===== src/tlp_pkg.sv =====
// Constants and carrier types for the transceiver loopback and pattern test block
package tlp_pkg;

   // Word and window widths
   localparam int WMAX      = 10;
   localparam int AWIN      = 16;
   localparam int HLEN      = 23;
   localparam int W8        = 8;
   localparam int W10       = 10;

   // Test pattern selection
   typedef enum logic [2:0] {
      TLP_PAT_OFF    = 3'h0,
      TLP_PAT_PRBS7  = 3'h1,
      TLP_PAT_PRBS8  = 3'h2,
      TLP_PAT_PRBS10 = 3'h3,
      TLP_PAT_PRBS23 = 3'h4,
      TLP_PAT_HF     = 3'h5
   } tlp_pat_t;

   // Word aligner states, Gray coded
   typedef enum logic [1:0] {
      TLP_AL_HUNT = 2'h0,
      TLP_AL_LOCK = 2'h1
   } tlp_al_t;

   // Power state that allows the reverse parallel loopback
   localparam logic [1:0]  TLP_PWR_P0       = 2'h0;

   // Word alignment patterns, first serial bit in bit 0
   localparam logic [15:0] TLP_ALN_PRBS7    = 16'h3040;
   localparam logic [15:0] TLP_ALN_PRBS8    = 16'hFF5A;
   localparam logic [15:0] TLP_ALN_PRBS10   = 16'h03FF;
   localparam logic [15:0] TLP_ALN_PRBS23   = 16'hFFFF;
   localparam logic [4:0]  TLP_ALN_LEN16    = 5'h10;
   localparam logic [4:0]  TLP_ALN_LEN10    = 5'h0A;

   // Alternating high-frequency word, 1 sent first
   localparam logic [9:0]  TLP_HF_WORD      = 10'h155;

   // Generator seed and verifier fill count
   localparam logic [22:0] TLP_SEED         = 23'h7FFFFF;
   localparam logic [4:0]  TLP_FILL_BITS    = 5'h17;

   // Control from fabric logic, same clock
   typedef struct packed {
      logic       pipe_mode;
      logic       loop_req;
      logic [1:0] power_state;
      logic       serial_loop;
      tlp_pat_t   pattern;
      logic       width10;
      logic       verify_en;
   } tlp_ctrl_t;

   // Status to fabric logic
   typedef struct packed {
      logic rev_loop_active;
      logic ser_loop_active;
      logic aligned;
      logic pattern_ok;
      logic prbs_locked;
      logic prbs_error;
   } tlp_stat_t;

   // Result of walking a PRBS history through one word
   typedef struct packed {
      logic [22:0] hist;
      logic [9:0]  word;
      logic        err;
   } tlp_walk_t;

endpackage


===== src/tlp_channel.sv =====
// Transceiver channel test logic: loopbacks, pattern generator and PRBS verifier
`timescale 1ns/10ps

module tlp_channel #(
   parameter logic [15:0] DATA_ALIGN     = 16'h017C,
   parameter logic [4:0]  DATA_ALIGN_LEN = 5'h0A
) (
   input  wire logic                      clk_sys,
   input  wire logic                      rst,
   input  wire tlp_pkg::tlp_ctrl_t        ctrl,
   input  wire logic [tlp_pkg::WMAX-1:0]  tx_data,
   output logic                           tx_ready,
   output logic [tlp_pkg::WMAX-1:0]       rx_data,
   output logic                           rx_valid,
   output tlp_pkg::tlp_stat_t             stat,
   output logic                           ser_tx_bit,
   input  wire logic                      ser_rx_bit,
   output logic                           rx_buf_en
);
   import tlp_pkg::*;

   // Feedback bit from history, newest bit in bit 0
   function automatic logic prbs_fb(logic [HLEN-1:0] h, tlp_pat_t p);
      case (p)
         TLP_PAT_PRBS7:  prbs_fb = h[6] ^ h[5];
         TLP_PAT_PRBS8:  prbs_fb = h[7] ^ h[6];
         TLP_PAT_PRBS10: prbs_fb = h[9] ^ h[6];
         TLP_PAT_PRBS23: prbs_fb = h[22] ^ h[17];
         default:        prbs_fb = 1'b0;
      endcase
   endfunction

   // Walk one word through the history; generate or check against data
   function automatic tlp_walk_t prbs_walk(logic [HLEN-1:0] h, tlp_pat_t p, logic w10,
                                           logic [WMAX-1:0] d, logic gen);
      tlp_walk_t r;
      logic      b;
      r.hist = h;
      r.word = '0;
      r.err  = 1'b0;
      for (int i = 0; i < WMAX; i++) begin
         if (w10 || i < W8) begin
            b = prbs_fb(r.hist, p);
            if (!gen && d[i] != b) begin
               r.err = 1'b1;
            end
            if (!gen) begin
               b = d[i];
            end
            r.word[i] = b;
            r.hist    = {r.hist[HLEN-2:0], b};
         end
      end
      return r;
   endfunction

   // Width support of each pattern
   function automatic logic pat_ok(tlp_pat_t p, logic w10);
      case (p)
         TLP_PAT_PRBS7, TLP_PAT_PRBS8, TLP_PAT_PRBS23: pat_ok = !w10;
         TLP_PAT_PRBS10:                               pat_ok = w10;
         default:                                      pat_ok = 1'b1;
      endcase
   endfunction

   function automatic logic is_prbs(tlp_pat_t p);
      is_prbs = (p == TLP_PAT_PRBS7) || (p == TLP_PAT_PRBS8) ||
                (p == TLP_PAT_PRBS10) || (p == TLP_PAT_PRBS23);
   endfunction

   // Alignment pattern for the selected pattern
   function automatic logic [15:0] aln_pat(tlp_pat_t p);
      case (p)
         TLP_PAT_PRBS7:  aln_pat = TLP_ALN_PRBS7;
         TLP_PAT_PRBS8:  aln_pat = TLP_ALN_PRBS8;
         TLP_PAT_PRBS10: aln_pat = TLP_ALN_PRBS10;
         TLP_PAT_PRBS23: aln_pat = TLP_ALN_PRBS23;
         default:        aln_pat = DATA_ALIGN;
      endcase
   endfunction

   function automatic logic [4:0] aln_len(tlp_pat_t p);
      case (p)
         TLP_PAT_PRBS10:                               aln_len = TLP_ALN_LEN10;
         TLP_PAT_PRBS7, TLP_PAT_PRBS8, TLP_PAT_PRBS23: aln_len = TLP_ALN_LEN16;
         default:                                      aln_len = DATA_ALIGN_LEN;
      endcase
   endfunction

   // Mode decode
   logic       rev_act;
   logic       ser_act;
   logic       pat_good;
   logic [3:0] wlast;
   assign rev_act  = ctrl.pipe_mode && ctrl.loop_req &&
                     (ctrl.power_state == TLP_PWR_P0);
   assign ser_act  = !ctrl.pipe_mode && ctrl.serial_loop;
   assign pat_good = pat_ok(ctrl.pattern, ctrl.width10);
   assign wlast    = ctrl.width10 ? 4'(W10 - 1) : 4'(W8 - 1);
   assign rx_buf_en = !ser_act;

   // Transmit state: serializer, generator history
   logic [3:0]      tx_cnt,  next_tx_cnt;
   logic [WMAX-1:0] tx_sh,   next_tx_sh;
   logic [HLEN-1:0] gen_h,   next_gen_h;
   logic            tx_load;
   tlp_walk_t       gen_w;
   logic [1:0]      pre_cnt, next_pre_cnt;
   logic [1:0]      pre_words;
   logic [15:0]     gen_aln;
   logic [WMAX-1:0] pre_word;

   // Receive side: pin sync, loop retime, aligner
   logic [1:0]      pin_sync;
   logic [1:0]      loop_rt;
   logic            rx_bit;
   logic [AWIN-1:0] rwin,    next_rwin;
   logic [WMAX-1:0] dsh,     next_dsh;
   logic [3:0]      rx_cnt,  next_rx_cnt;
   tlp_al_t         al_st,   next_al_st;
   logic            word_stb;
   logic [WMAX-1:0] word_al;
   logic [15:0]     win_bits;
   logic            pat_hit;

   // Rate match stage, fabric outputs, verifier
   logic [WMAX-1:0] rm_word, next_rm_word;
   logic            rm_valid, next_rm_valid;
   logic [WMAX-1:0] next_rx_data;
   logic            next_rx_valid;
   logic [HLEN-1:0] chk_h,   next_chk_h;
   logic [4:0]      chk_fill, next_chk_fill;
   logic            chk_err, next_chk_err;
   tlp_walk_t       chk_w;

   assign tx_load = (tx_cnt == wlast);
   assign gen_w   = prbs_walk(gen_h, ctrl.pattern, ctrl.width10, '0, 1'b1);
   // Alignment words lead the PRBS stream; some patterns never occur inside the sequence
   assign gen_aln   = aln_pat(ctrl.pattern);
   assign pre_words = ctrl.width10 ? 2'h1 : 2'h2;
   assign pre_word  = ctrl.width10 ? gen_aln[WMAX-1:0] :
                      {2'h0, (pre_cnt[0] ? gen_aln[15:8] : gen_aln[7:0])};

   // Serializer load and shift; source picked by loopback and pattern
   always_comb begin
      next_tx_cnt = tx_load ? 4'h0 : tx_cnt + 4'h1;
      next_tx_sh  = {1'b0, tx_sh[WMAX-1:1]};
      next_gen_h  = gen_h;
      next_pre_cnt = pre_cnt;
      tx_ready    = 1'b0;
      if (tx_load) begin
         if (rev_act) begin
            next_tx_sh = rm_word;
         end else if (ctrl.pattern == TLP_PAT_HF) begin
            next_tx_sh = TLP_HF_WORD;
         end else if (is_prbs(ctrl.pattern) && pat_good) begin
            if (pre_cnt < pre_words) begin
               next_tx_sh   = pre_word;
               next_pre_cnt = pre_cnt + 2'h1;
            end else begin
               next_tx_sh = gen_w.word;
               next_gen_h = gen_w.hist;
            end
         end else begin
            next_tx_sh = tx_data;
            tx_ready   = !is_prbs(ctrl.pattern);
         end
         if (!ctrl.width10) begin
            next_tx_sh[WMAX-1:W8] = '0;
         end
      end
      if (!is_prbs(ctrl.pattern) || !pat_good) begin
         next_pre_cnt = 2'h0;
      end
   end

   // Transmit registers; the generator is reseeded only by reset, so the sequence wraps by itself
   always_ff @(posedge clk_sys) begin
      if (rst) begin
         tx_cnt <= 4'h0;
         tx_sh  <= '0;
         gen_h  <= TLP_SEED;
         pre_cnt <= 2'h0;
      end else begin
         tx_cnt <= next_tx_cnt;
         tx_sh  <= next_tx_sh;
         gen_h  <= next_gen_h;
         pre_cnt <= next_pre_cnt;
      end
   end

   // Transmit pin keeps running in every loopback
   assign ser_tx_bit = tx_sh[0];

   // Pin synchroniser and loopback retiming pair
   always_ff @(posedge clk_sys) begin
      if (rst) begin
         pin_sync <= 2'h0;
         loop_rt  <= 2'h0;
      end else begin
         pin_sync <= {pin_sync[0], ser_rx_bit};
         loop_rt  <= {loop_rt[0], tx_sh[0]};
      end
   end

   // Input buffer bypassed while serial loopback runs
   assign rx_bit   = ser_act ? loop_rt[1] : pin_sync[1];
   assign win_bits = next_rwin >> (5'(AWIN) - aln_len(ctrl.pattern));
   assign pat_hit  = (win_bits == (aln_pat(ctrl.pattern) &
                      ((16'h0001 << aln_len(ctrl.pattern)) - 16'h0001)));

   // Deserializer and word aligner
   always_comb begin
      next_rwin   = {rx_bit, rwin[AWIN-1:1]};
      next_dsh    = {rx_bit, dsh[WMAX-1:1]};
      next_rx_cnt = (rx_cnt == wlast) ? 4'h0 : rx_cnt + 4'h1;
      next_al_st  = al_st;
      word_stb    = 1'b0;
      word_al     = ctrl.width10 ? next_dsh : (next_dsh >> (W10 - W8));
      case (al_st)
         TLP_AL_HUNT: begin
            if (ctrl.pattern == TLP_PAT_HF) begin
               next_al_st = TLP_AL_LOCK;
            end else if (pat_hit) begin
               next_al_st  = TLP_AL_LOCK;
               next_rx_cnt = 4'h0;
            end
         end
         TLP_AL_LOCK: begin
            word_stb = (rx_cnt == wlast);
         end
         default: begin
            next_al_st = TLP_AL_HUNT;
         end
      endcase
   end

   // Aligner registers
   always_ff @(posedge clk_sys) begin
      if (rst) begin
         rwin   <= '0;
         dsh    <= '0;
         rx_cnt <= 4'h0;
         al_st  <= TLP_AL_HUNT;
      end else begin
         rwin   <= next_rwin;
         dsh    <= next_dsh;
         rx_cnt <= next_rx_cnt;
         al_st  <= next_al_st;
      end
   end

   assign chk_w = prbs_walk(chk_h, ctrl.pattern, ctrl.width10, word_al, 1'b0);

   // Rate match stage, fabric delivery and PRBS verifier
   always_comb begin
      next_rm_word  = rm_word;
      next_rm_valid = word_stb;
      next_rx_data  = rx_data;
      next_rx_valid = rm_valid;
      next_chk_h    = chk_h;
      next_chk_fill = chk_fill;
      next_chk_err  = chk_err;
      if (word_stb) begin
         next_rm_word = word_al;
      end
      if (rm_valid) begin
         next_rx_data = rm_word;
      end
      if (!ctrl.verify_en || !is_prbs(ctrl.pattern)) begin
         next_chk_fill = 5'h00;
         next_chk_err  = 1'b0;
      end else if (word_stb) begin
         next_chk_h = chk_w.hist;
         if (chk_fill >= TLP_FILL_BITS) begin
            next_chk_err = chk_err | chk_w.err;
         end else begin
            next_chk_fill = chk_fill + (ctrl.width10 ? 5'(W10) : 5'(W8));
         end
      end
   end

   // Receive output and verifier registers
   always_ff @(posedge clk_sys) begin
      if (rst) begin
         rm_word  <= '0;
         rm_valid <= 1'b0;
         rx_data  <= '0;
         rx_valid <= 1'b0;
         chk_h    <= '0;
         chk_fill <= 5'h00;
         chk_err  <= 1'b0;
      end else begin
         rm_word  <= next_rm_word;
         rm_valid <= next_rm_valid;
         rx_data  <= next_rx_data;
         rx_valid <= next_rx_valid;
         chk_h    <= next_chk_h;
         chk_fill <= next_chk_fill;
         chk_err  <= next_chk_err;
      end
   end

   // Status
   assign stat.rev_loop_active = rev_act;
   assign stat.ser_loop_active = ser_act;
   assign stat.aligned         = (al_st == TLP_AL_LOCK);
   assign stat.pattern_ok      = pat_good;
   assign stat.prbs_locked     = (chk_fill >= TLP_FILL_BITS);
   assign stat.prbs_error      = chk_err;

endmodule


===== config.mk =====
export PLATFORM = sky130hd
export DESIGN_NAME = tlp_channel
export DESIGN_NICKNAME = d
export VERILOG_FILES = /design/src/tlp_pkg.sv /design/src/tlp_channel.sv
export SDC_FILE = /design/constraint.sdc
export NUM_CORES = 1
export LEC_CHECK = 0
export BUFFER_PORTS_ARGS = -buffer_cell sky130_fd_sc_hd__buf_2
export CAP_MARGIN = 5
export CORE_MARGIN = 2
export CORE_UTILIZATION = 55
export CTS_BUF_LIST = sky130_fd_sc_hd__clkbuf_4
export DETAILED_ROUTE_END_ITERATION = 8
export PLACE_DENSITY = 0.73
export SLEW_MARGIN = 5
export SYNTH_ARGS = -nofsm -noshare
export SYNTH_HDL_FRONTEND = slang
export SYNTH_SLANG_ARGS = --single-unit

===== constraint.sdc =====
create_clock -name clk_sys -period 2.9 [get_ports clk_sys]
set_input_delay 0.435 -clock clk_sys [delete_from_list [all_inputs] [get_ports clk_sys]]
set_output_delay 0.435 -clock clk_sys [all_outputs]
set_load 0.05 [all_outputs]

==> results of run 1 <==
-- synth_stat cells (4+ instances only) --
cell,number
a211o_1,22
a211oi_1,30
a21oi_1,53
a222oi_1,6
a2bb2oi_1,6
a311o_1,7
a31oi_1,4
and2_1,4
and3_1,5
buf_2,18
buf_4,7
clkbuf_1,44
dfxtp_1,113
ha_1,5
inv_1,9
mux2_2,4
mux2i_1,63
nand2_1,52
nand2b_1,4
nand3_1,11
nand3b_1,6
nand4_1,4
nor2_1,109
nor2b_1,18
nor3_1,19
nor3b_1,6
o211ai_1,7
o21ai_0,22
o221ai_1,4
o22ai_1,10
xnor2_1,41
xor2_1,28
-- per-stage QoR --
step / setup WS [ns] / hold slack, ns / utilization (%)
floorplan: 0.318 / 0.401 / -
global placement: 0.124 / 0.411 / 60.0
global route: 0.183 / 0.0687 / 62.3
detailed placement: 0.117 / 0.429 / 60.0
CTS: 0.305 / 0.0600 / 62.3
finish: 0.303 / 0.0799 / 62.3
-- metal layers --
layer	part of all wire (%)	track usage, %	vias up
li1	-	-	2996
met4	2.8	11.7	0
met3	6.8	5.70	49
met2	45	45.6	300
met1	46	42.1	2977
met5	0	0	-
-- layout by cell type (no fill, tap or decap), types with 6 or more instances in the layout --
cell / synthesis / final
a211o_1: 22 / 22
a211oi_1: 30 / 30
a21oi_1: 53 / 53
a222oi_1: 6 / 6
a2bb2oi_1: 6 / 6
a311o_1: 7 / 7
buf_2: 18 / 41
buf_4: 7 / 45
clkbuf_4: 0 / 18
clkinvlp_4: 0 / 6
dfxtp_1: 113 / 113
inv_1: 9 / 9
mux2i_1: 63 / 63
nand2_1: 52 / 52
nand3_1: 11 / 11
nand3b_1: 6 / 6
nor2_1: 109 / 108
nor2b_1: 18 / 18
nor3_1: 19 / 19
nor3b_1: 6 / 6
o211ai_1: 7 / 7
o21ai_0: 22 / 22
o22ai_1: 10 / 10
xnor2_1: 41 / 41
xor2_1: 28 / 28
-- kinds of logic after synthesis --
logic type,synth area share [%]
muxes,9.90
AOI/OAI and AO/OA,22.1
buffers and inverters,6.18
DFF,33.1
adders and majority gates,0.916
and+or+nand+nor,18.9
xor gates and xnor gates,8.85
-- flip-flops by register name (all words and copies together) (netlist names) --
| register | flops |
|---|---|
| chk_h | 23 |
| gen_h | 23 |
| rwin | 15 |
| rm_word | 10 |
| rx_data | 10 |
| tx_sh | 10 |
| chk_fill | 4 |
| rx_cnt | 4 |
| tx_cnt | 4 |
| loop_rt | 2 |
| pin_sync | 2 |
| pre_cnt | 2 |
| al_st | 1 |
| chk_err | 1 |
| next_rx_valid | 1 |
| rx_valid | 1 |
-- worst max-delay path: cells and delay by family, from the launching register on --
| kind | cells | cell delay (ns) |
|---|---|---|
| AO/OA/AOI/OAI | 1 | 0.21 |
| buffers and inverters | 1 | 0.29 |
| flip-flops | 1 | 0.44 |
| AND/OR/NAND/NOR | 3 | 0.66 |
-- final timing paths --
check / start / endpoint / slack [ns]
worst max-delay path: tx_cnt[2] / tx_ready / 0.30
worst min-delay path: ser_rx_bit / pin_sync[0] / 0.08
worst max register to register: gen_h[6] / tx_sh[8] / 0.49
worst min register to register: tx_sh[9] / tx_sh[8] / 0.44
-- cell type report --
class | count | area (um^2)
Clock buffer | 18 | 135
Fill cell | 1082 | 4540
Sequential cell | 113 | 2260
Tap cell | 168 | 210
Timing Repair Buffer | 88 | 583
Multi-Input combinational cell | 614 | 4150
Inverter | 11 | 41.3
Clock inverter | 14 | 141
-- power by group through the flow --
stage	Clock, mW	Sequential (mW)	Combinational, mW
final	1.16	1.57	0.346
after detailed placement	0	1.61	0.339
after CTS	1.18	1.57	0.339
after global routing	1.23	1.58	0.370
after floorplan	0	1.61	0.239
after global placement	0	1.61	0.333
==> summary.md, run 1 <==
| Metric | Value |
|---|---|
| Kind of critical path | `reg2out` |
| All-layer global routing usage | `approximately 30%` |
| Comb pwr share | `11.2%` |
| Buffer cell driving the clock tree root | `clkbuf_4` |
| Later-pin clock latency in the skew report | `around 0.56 ns` |
| Synthesized area | `between 6000 and 7000 um^2` |
| Initial core utilization | `56.6%` |
| Kind of capture point of the worst setup path | `output pin` |
| Depth of the most critical reg-to-reg path | `8` |
| Psw | `~0.88 mW` |
| Worst path required time | `roughly 2.5 ns` |
| Setup violators final | `0` |
| Async set or reset register ratio after synthesis | `0%` |
| CTS Sinks | `roughly 110` |
| Worst Hold Path Cells | `2` |
| CP cell instances | `nor4bb_1 > o21a_1 > nand2_1 > nor2_1 > buf_2` |
| Initial DRT Pass Iterations | `7` |
| Final #Nets | `873` |
| Relative area change from synthesis to final layout | `10.1%` |
| Actual transition at the worst max-transition pin | `approximately 0.80 ns` |
| Number of buffers inserted by post-CTS setup repair | `0` |
| Cell type with the largest total area after synthesis | `dfxtp_1` |
| Global placement routability congestion | `approximately 0.95` |
| I/O pin cnt | `between 40 and 50` |
| Post-DP HPWL | `14.1 mm` |
| Number of synthesized flops with an enable pin | `0` |
| Clock network fraction of design power | `between 30% and 40%` |
| Kind of launch point of the worst setup path | `flip-flop` |
| Routed wire per std cell | `between 15 and 20 um` |
| Port bufs | `42` |
| Portion of synthesized cell area occupied by the leading cell type | `~33%` |
| Yosys cell types | `about 80` |
| Endpoint arrival time on the critical path | `around 2.2 ns` |
| Nets in the synthesized netlist | `843` |
| Run status | `finished clean` |
| Placed instance area | `between 7000 and 8000 um^2` |
| Number of vias per cell after detailed routing | `around 6.2` |
| Shortest clock period the worst path allows after layout | `between 2 and 3 ns` |
| Number of global-route vias before repair | `a little under 6000` |
| Post-layout power | `between 3 and 4 mW` |
| Number of buffers between clock root and the deepest sink | `2` |
| Warnings from Yosys | `0` |
| Inserted Diodes | `0` |
| Placed Instances | `994` |
| Int Power | `approximately 2.2 mW` |
| Max rail drop VDD | `around 290 uV` |
| Layout cell share with drive strength beyond 1 | `between 10% and 20%` |
| Cells resized by post-CTS repair | `0` |
| Mean cell area of the mapped netlist | `approximately 8.4 um^2` |
| Final setup skew | `between 0.015 and 0.02 ns` |
| Std cell rows | `40` |
| Cells taking the most area after synthesis | `dfxtp_1 (33%), mux2i_1 (9.2%), nor2_1 (6.0%), xnor2_1 (5.3%), a21oi_1 (3.9%)` |
| Number of slew-limit violations in the final report | `0` |
| Maximum fanout along the worst path | `6` |
| Total vias in the final route | `between 6000 and 7000` |
| Sequential element share of the synthesized area | `between 30% and 40%` |
| Largest net degree at the start of global routing | `79` |
| Vertical die dimension | `approximately 120 um` |
| Fmax | `between 300 and 400 MHz` |
| Initial antenna violation count | `0` |
| Non-filler instance count after layout | `~1000` |
| Post-CTS Hold Buffers | `0` |
| Most used flip-flop cell after synthesis | `dfxtp_1` |
| Portion of total power attributed to sequential cells | `between 50% and 60%` |
| DRT iter0 DRCs | `a little over 500` |
| Endpoints failing hold | `0` |
| Full die area | `~13000 um^2` |
| Global route total overflow | `0` |
| First-pass GRT wire length | `30.9 mm` |
| Switch share | `28.5%` |
| Maximum cell stage delay along the critical path | `between 0.4 and 0.5 ns` |
| Cell with the biggest individual delay on the critical path | `dfxtp_1` |
| P_leak | `between 2 and 3 nW` |
| Unrepaired setup endpoints after global routing | `no` |
| Aggregate negative setup slack | `0 ns` |
| Worst hold-check path type | `in2reg` |
| Clock input transition at the sequential cells of the worst setup and hold paths | `roughly 0.11 ns` |
| Horizontal die dimension | `around 120 um` |
| Gate Count Post-Synth | `815` |
| Number of register bits inferred by synthesis | `around 110` |
| Power per standard cell area | `approximately 410 nW/um^2` |
| Drt drc | `0` |
| Worst max-slew margin expressed relative to the limit | `46.6%` |
| Total wire length after detailed routing | `19.6 mm` |
| Clock tree from TritonCTS | `done` |
| Core ar. | `between 10000 and 15000 um^2` |
| TritonCTS buffer count | `17` |
| Final cell area excluding filler cells | `7520 um^2` |
| Max-cap violations | `0` |
| H-tree depth | `4` |
| Antenna Violating Nets Remaining | `0` |
| Portion of the clock cycle consumed by the worst path in the final layout | `89.5%` |
Power figures use the tool's default switching activity.
==> run 2: changes to the inputs <==
--- a/config.mk
+++ b/config.mk
@@ -7,9 +7,8 @@
 export LEC_CHECK = 0
-export BUFFER_PORTS_ARGS = -buffer_cell sky130_fd_sc_hd__buf_2
 export CAP_MARGIN = 5
 export CORE_MARGIN = 2
-export CORE_UTILIZATION = 55
+export CORE_UTILIZATION = 30
 export CTS_BUF_LIST = sky130_fd_sc_hd__clkbuf_4
 export DETAILED_ROUTE_END_ITERATION = 8
-export PLACE_DENSITY = 0.73
+export DONT_BUFFER_PORTS = 1
 export SLEW_MARGIN = 5
==> constraint.sdc (replaced) <==
create_clock -name clk_sys -period 2.9 [get_ports clk_sys]
set_input_delay 0.145 -clock clk_sys [delete_from_list [all_inputs] [get_ports clk_sys]]
set_output_delay 0.145 -clock clk_sys [all_outputs]
set_load 0.05 [all_outputs]
==> summary.md, run 2 (synthesis gave the netlist of run 1 again) <==
| Metric | Value |
|---|---|
| Run status | `finished clean` |
| Antenna Violating Nets Remaining | `0` |
| Clock input transition at the sequential cells of the worst setup and hold paths | `roughly 0.13 ns` |
| Power per standard cell area | `412 nW/um^2` |
| Later-pin clock latency in the skew report | `about 0.56 ns` |
| Depth of the most critical reg-to-reg path | `9` |
| Global route total overflow | `0` |
| Placed instance area | `about 7000 um^2` |
| Leading cell types in the layout, fill and taps excluded | `dfxtp_1 (110), nor2_1 (108), mux2i_1 (63), a21oi_1 (53), nand2_1 (51)` |
| Initial core utilization | `a little under a third` |
| Relative area change from synthesis to final layout | `10.1%` |
| Worst max-slew margin expressed relative to the limit | `32.7%` |
| Initial DRT Pass Iterations | `8` |
| Max rail drop VDD | `about 170 uV` |
| Portion of the clock cycle consumed by the worst path in the final layout | `93.2%` |
| Largest net degree at the start of global routing | `around 110` |
| Unrepaired setup endpoints after global routing | `no` |
| P_leak | `roughly 2.6 nW` |
| Shortest clock period the worst path allows after layout | `around 2.7 ns` |
| Total wire length after detailed routing | `between 20 and 25 mm` |
| Endpoint arrival time on the critical path | `approximately 3.2 ns` |
| Regs by FF count | `chk_h (23), gen_h (23), rwin (15)` |
| Routed wire per std cell | `roughly 18 um` |
| Number of buffers inserted by post-CTS setup repair | `0` |
| Kind of critical path | `in2reg` |
| First-pass GRT wire length | `between 30 and 40 mm` |
| Full die area | `approximately 24000 um^2` |
| Setup violators final | `0` |
| Horizontal die dimension | `155 um` |
| Placed Instances | `1043` |
| Final core utilization | `between 30% and 40%` |
| Aggregate negative setup slack | `0 ns` |
| Core ar. | `22500 um^2` |
| H-tree depth | `4` |
| Global placement routability congestion | `between 0.8 and 0.9` |
| Final cell area excluding filler cells | `between 7000 and 8000 um^2` |
| Setup slack on the worst flop-to-flop path | `around 0.25 ns` |
| Leading cell type in the layout, fill and taps excluded | `dfxtp_1` |
| Worst Hold Path Cells | `3` |
| Fmax | `around 370 MHz` |
| Endpoints failing hold | `0` |
| Clock tree from TritonCTS | `done` |
| Number of slew-limit violations in the final report | `0` |
| Post-DP HPWL | `13.1 mm` |
| Kind of launch point of the worst setup path | `input pin` |
| Actual transition at the worst max-transition pin | `approximately 1.0 ns` |
| Final setup skew | `approximately 0.027 ns` |
| Max-cap violations | `0` |
| Vertical die dimension | `between 150 and 200 um` |
| Port bufs | `0` |
| Layout cell share with drive strength beyond 1 | `between 10 and 15%` |
| Number of vias per cell after detailed routing | `approximately 5.5` |
| Number of buffers between clock root and the deepest sink | `2` |
| Hold WS | `just under 0.06 ns` |
| TritonCTS buffer count | `17` |
| Worst-case setup margin in the final layout | `about 0.20 ns` |
| DRT iter0 DRCs | `approximately 600` |
| Drt drc | `0` |
| Number of global-route vias before repair | `between 5000 and 6000` |
| Placement-stage worst setup slack | `slightly above 0.5 ns` |
| All-layer global routing usage | `about 17%` |
| Worst hold-check path type | `in2reg` |
| Total vias in the final route | `just over 6000` |
| CTS Sinks | `between 100 and 150` |
| Final #Nets | `a little over 800` |
| Buffer cell driving the clock tree root | `clkbuf_4` |
| Initial antenna violation count | `1` |
| Non-filler instance count after layout | `1099` |
| Post-layout power | `a little over 3 mW` |
| I/O pin cnt | `between 40 and 50` |
| Std cell rows | `55` |
| Worst path required time | `3.41 ns` |
| Maximum fanout along the worst path | `slightly above 50` |
| Kind of capture point of the worst setup path | `flip-flop` |
[run 2: changes by cell type in the layout (fill, tap and decap cells not counted), moves of 2 or more]
cell           delta
dlygate4sd3_1    +19
dfxtp_2           +3
buf_12            -2
buf_4            -26
buf_2            -41
clkinvlp_4        -4
buf_16            +2
inv_6             +4
dfxtp_1           -3
diode_2           +3
[run 2: power breakdown]
part | switching, mW | leakage [nW] | internal (mW)
clock | 0.707 | 0.151 | 0.518
sequential | 0.0153 | 0.911 | 1.56
combinational | 0.176 | 1.59 | 0.118
total | 0.899 | 2.65 | 2.20
[run 2: metal layers]
| layer | global-route usage (%) | vias to the layer above | share of wire [%] |
|---|---|---|---|
| li1 | - | 2914 | - |
| met1 | 24.0 | 2885 | 48 |
| met2 | 24.2 | 209 | 42 |
| met3 | 4.32 | 24 | 7.6 |
| met4 | 6.83 | 0 | 2.1 |
| met5 | 0 | - | 0 |
[run 2: area by class of cell]
type,count,area (um^2)
fill,2301,15000
multi-input combinational,614,4160
sequential,113,2270
timing repair buffer,41,399
tap,285,357
clock inverter,15,155
clock buffer,17,128
inverter,11,41.3
antenna,3,7.51
[run 2: timing repair]
action,CTS,global route
resized for setup,0,8
hold buffers,21,0
setup endpoints to repair,0,2
endpoints found under the hold margin,113,0
[run 2: critical path: stages]
cell           delay [ns]
dlygate4sd3_1        0.74
buf_16               0.30
nor3_1               0.24
o21a_1               0.23
nand2_2              0.17
nor2_2               0.20
buf_6                0.27
nor2_1               0.07
a211oi_1             0.21
dlygate4sd3_1        0.57
[run 2: path summary, 6_finish.rpt]
kind                                   from           to
worst max-delay path                ctrl[1]    chk_h[15]
worst min-delay path                ctrl[3]     tx_sh[9]
worst min register to register  pin_sync[0]  pin_sync[1]
worst max register to register     gen_h[8]     tx_sh[8]
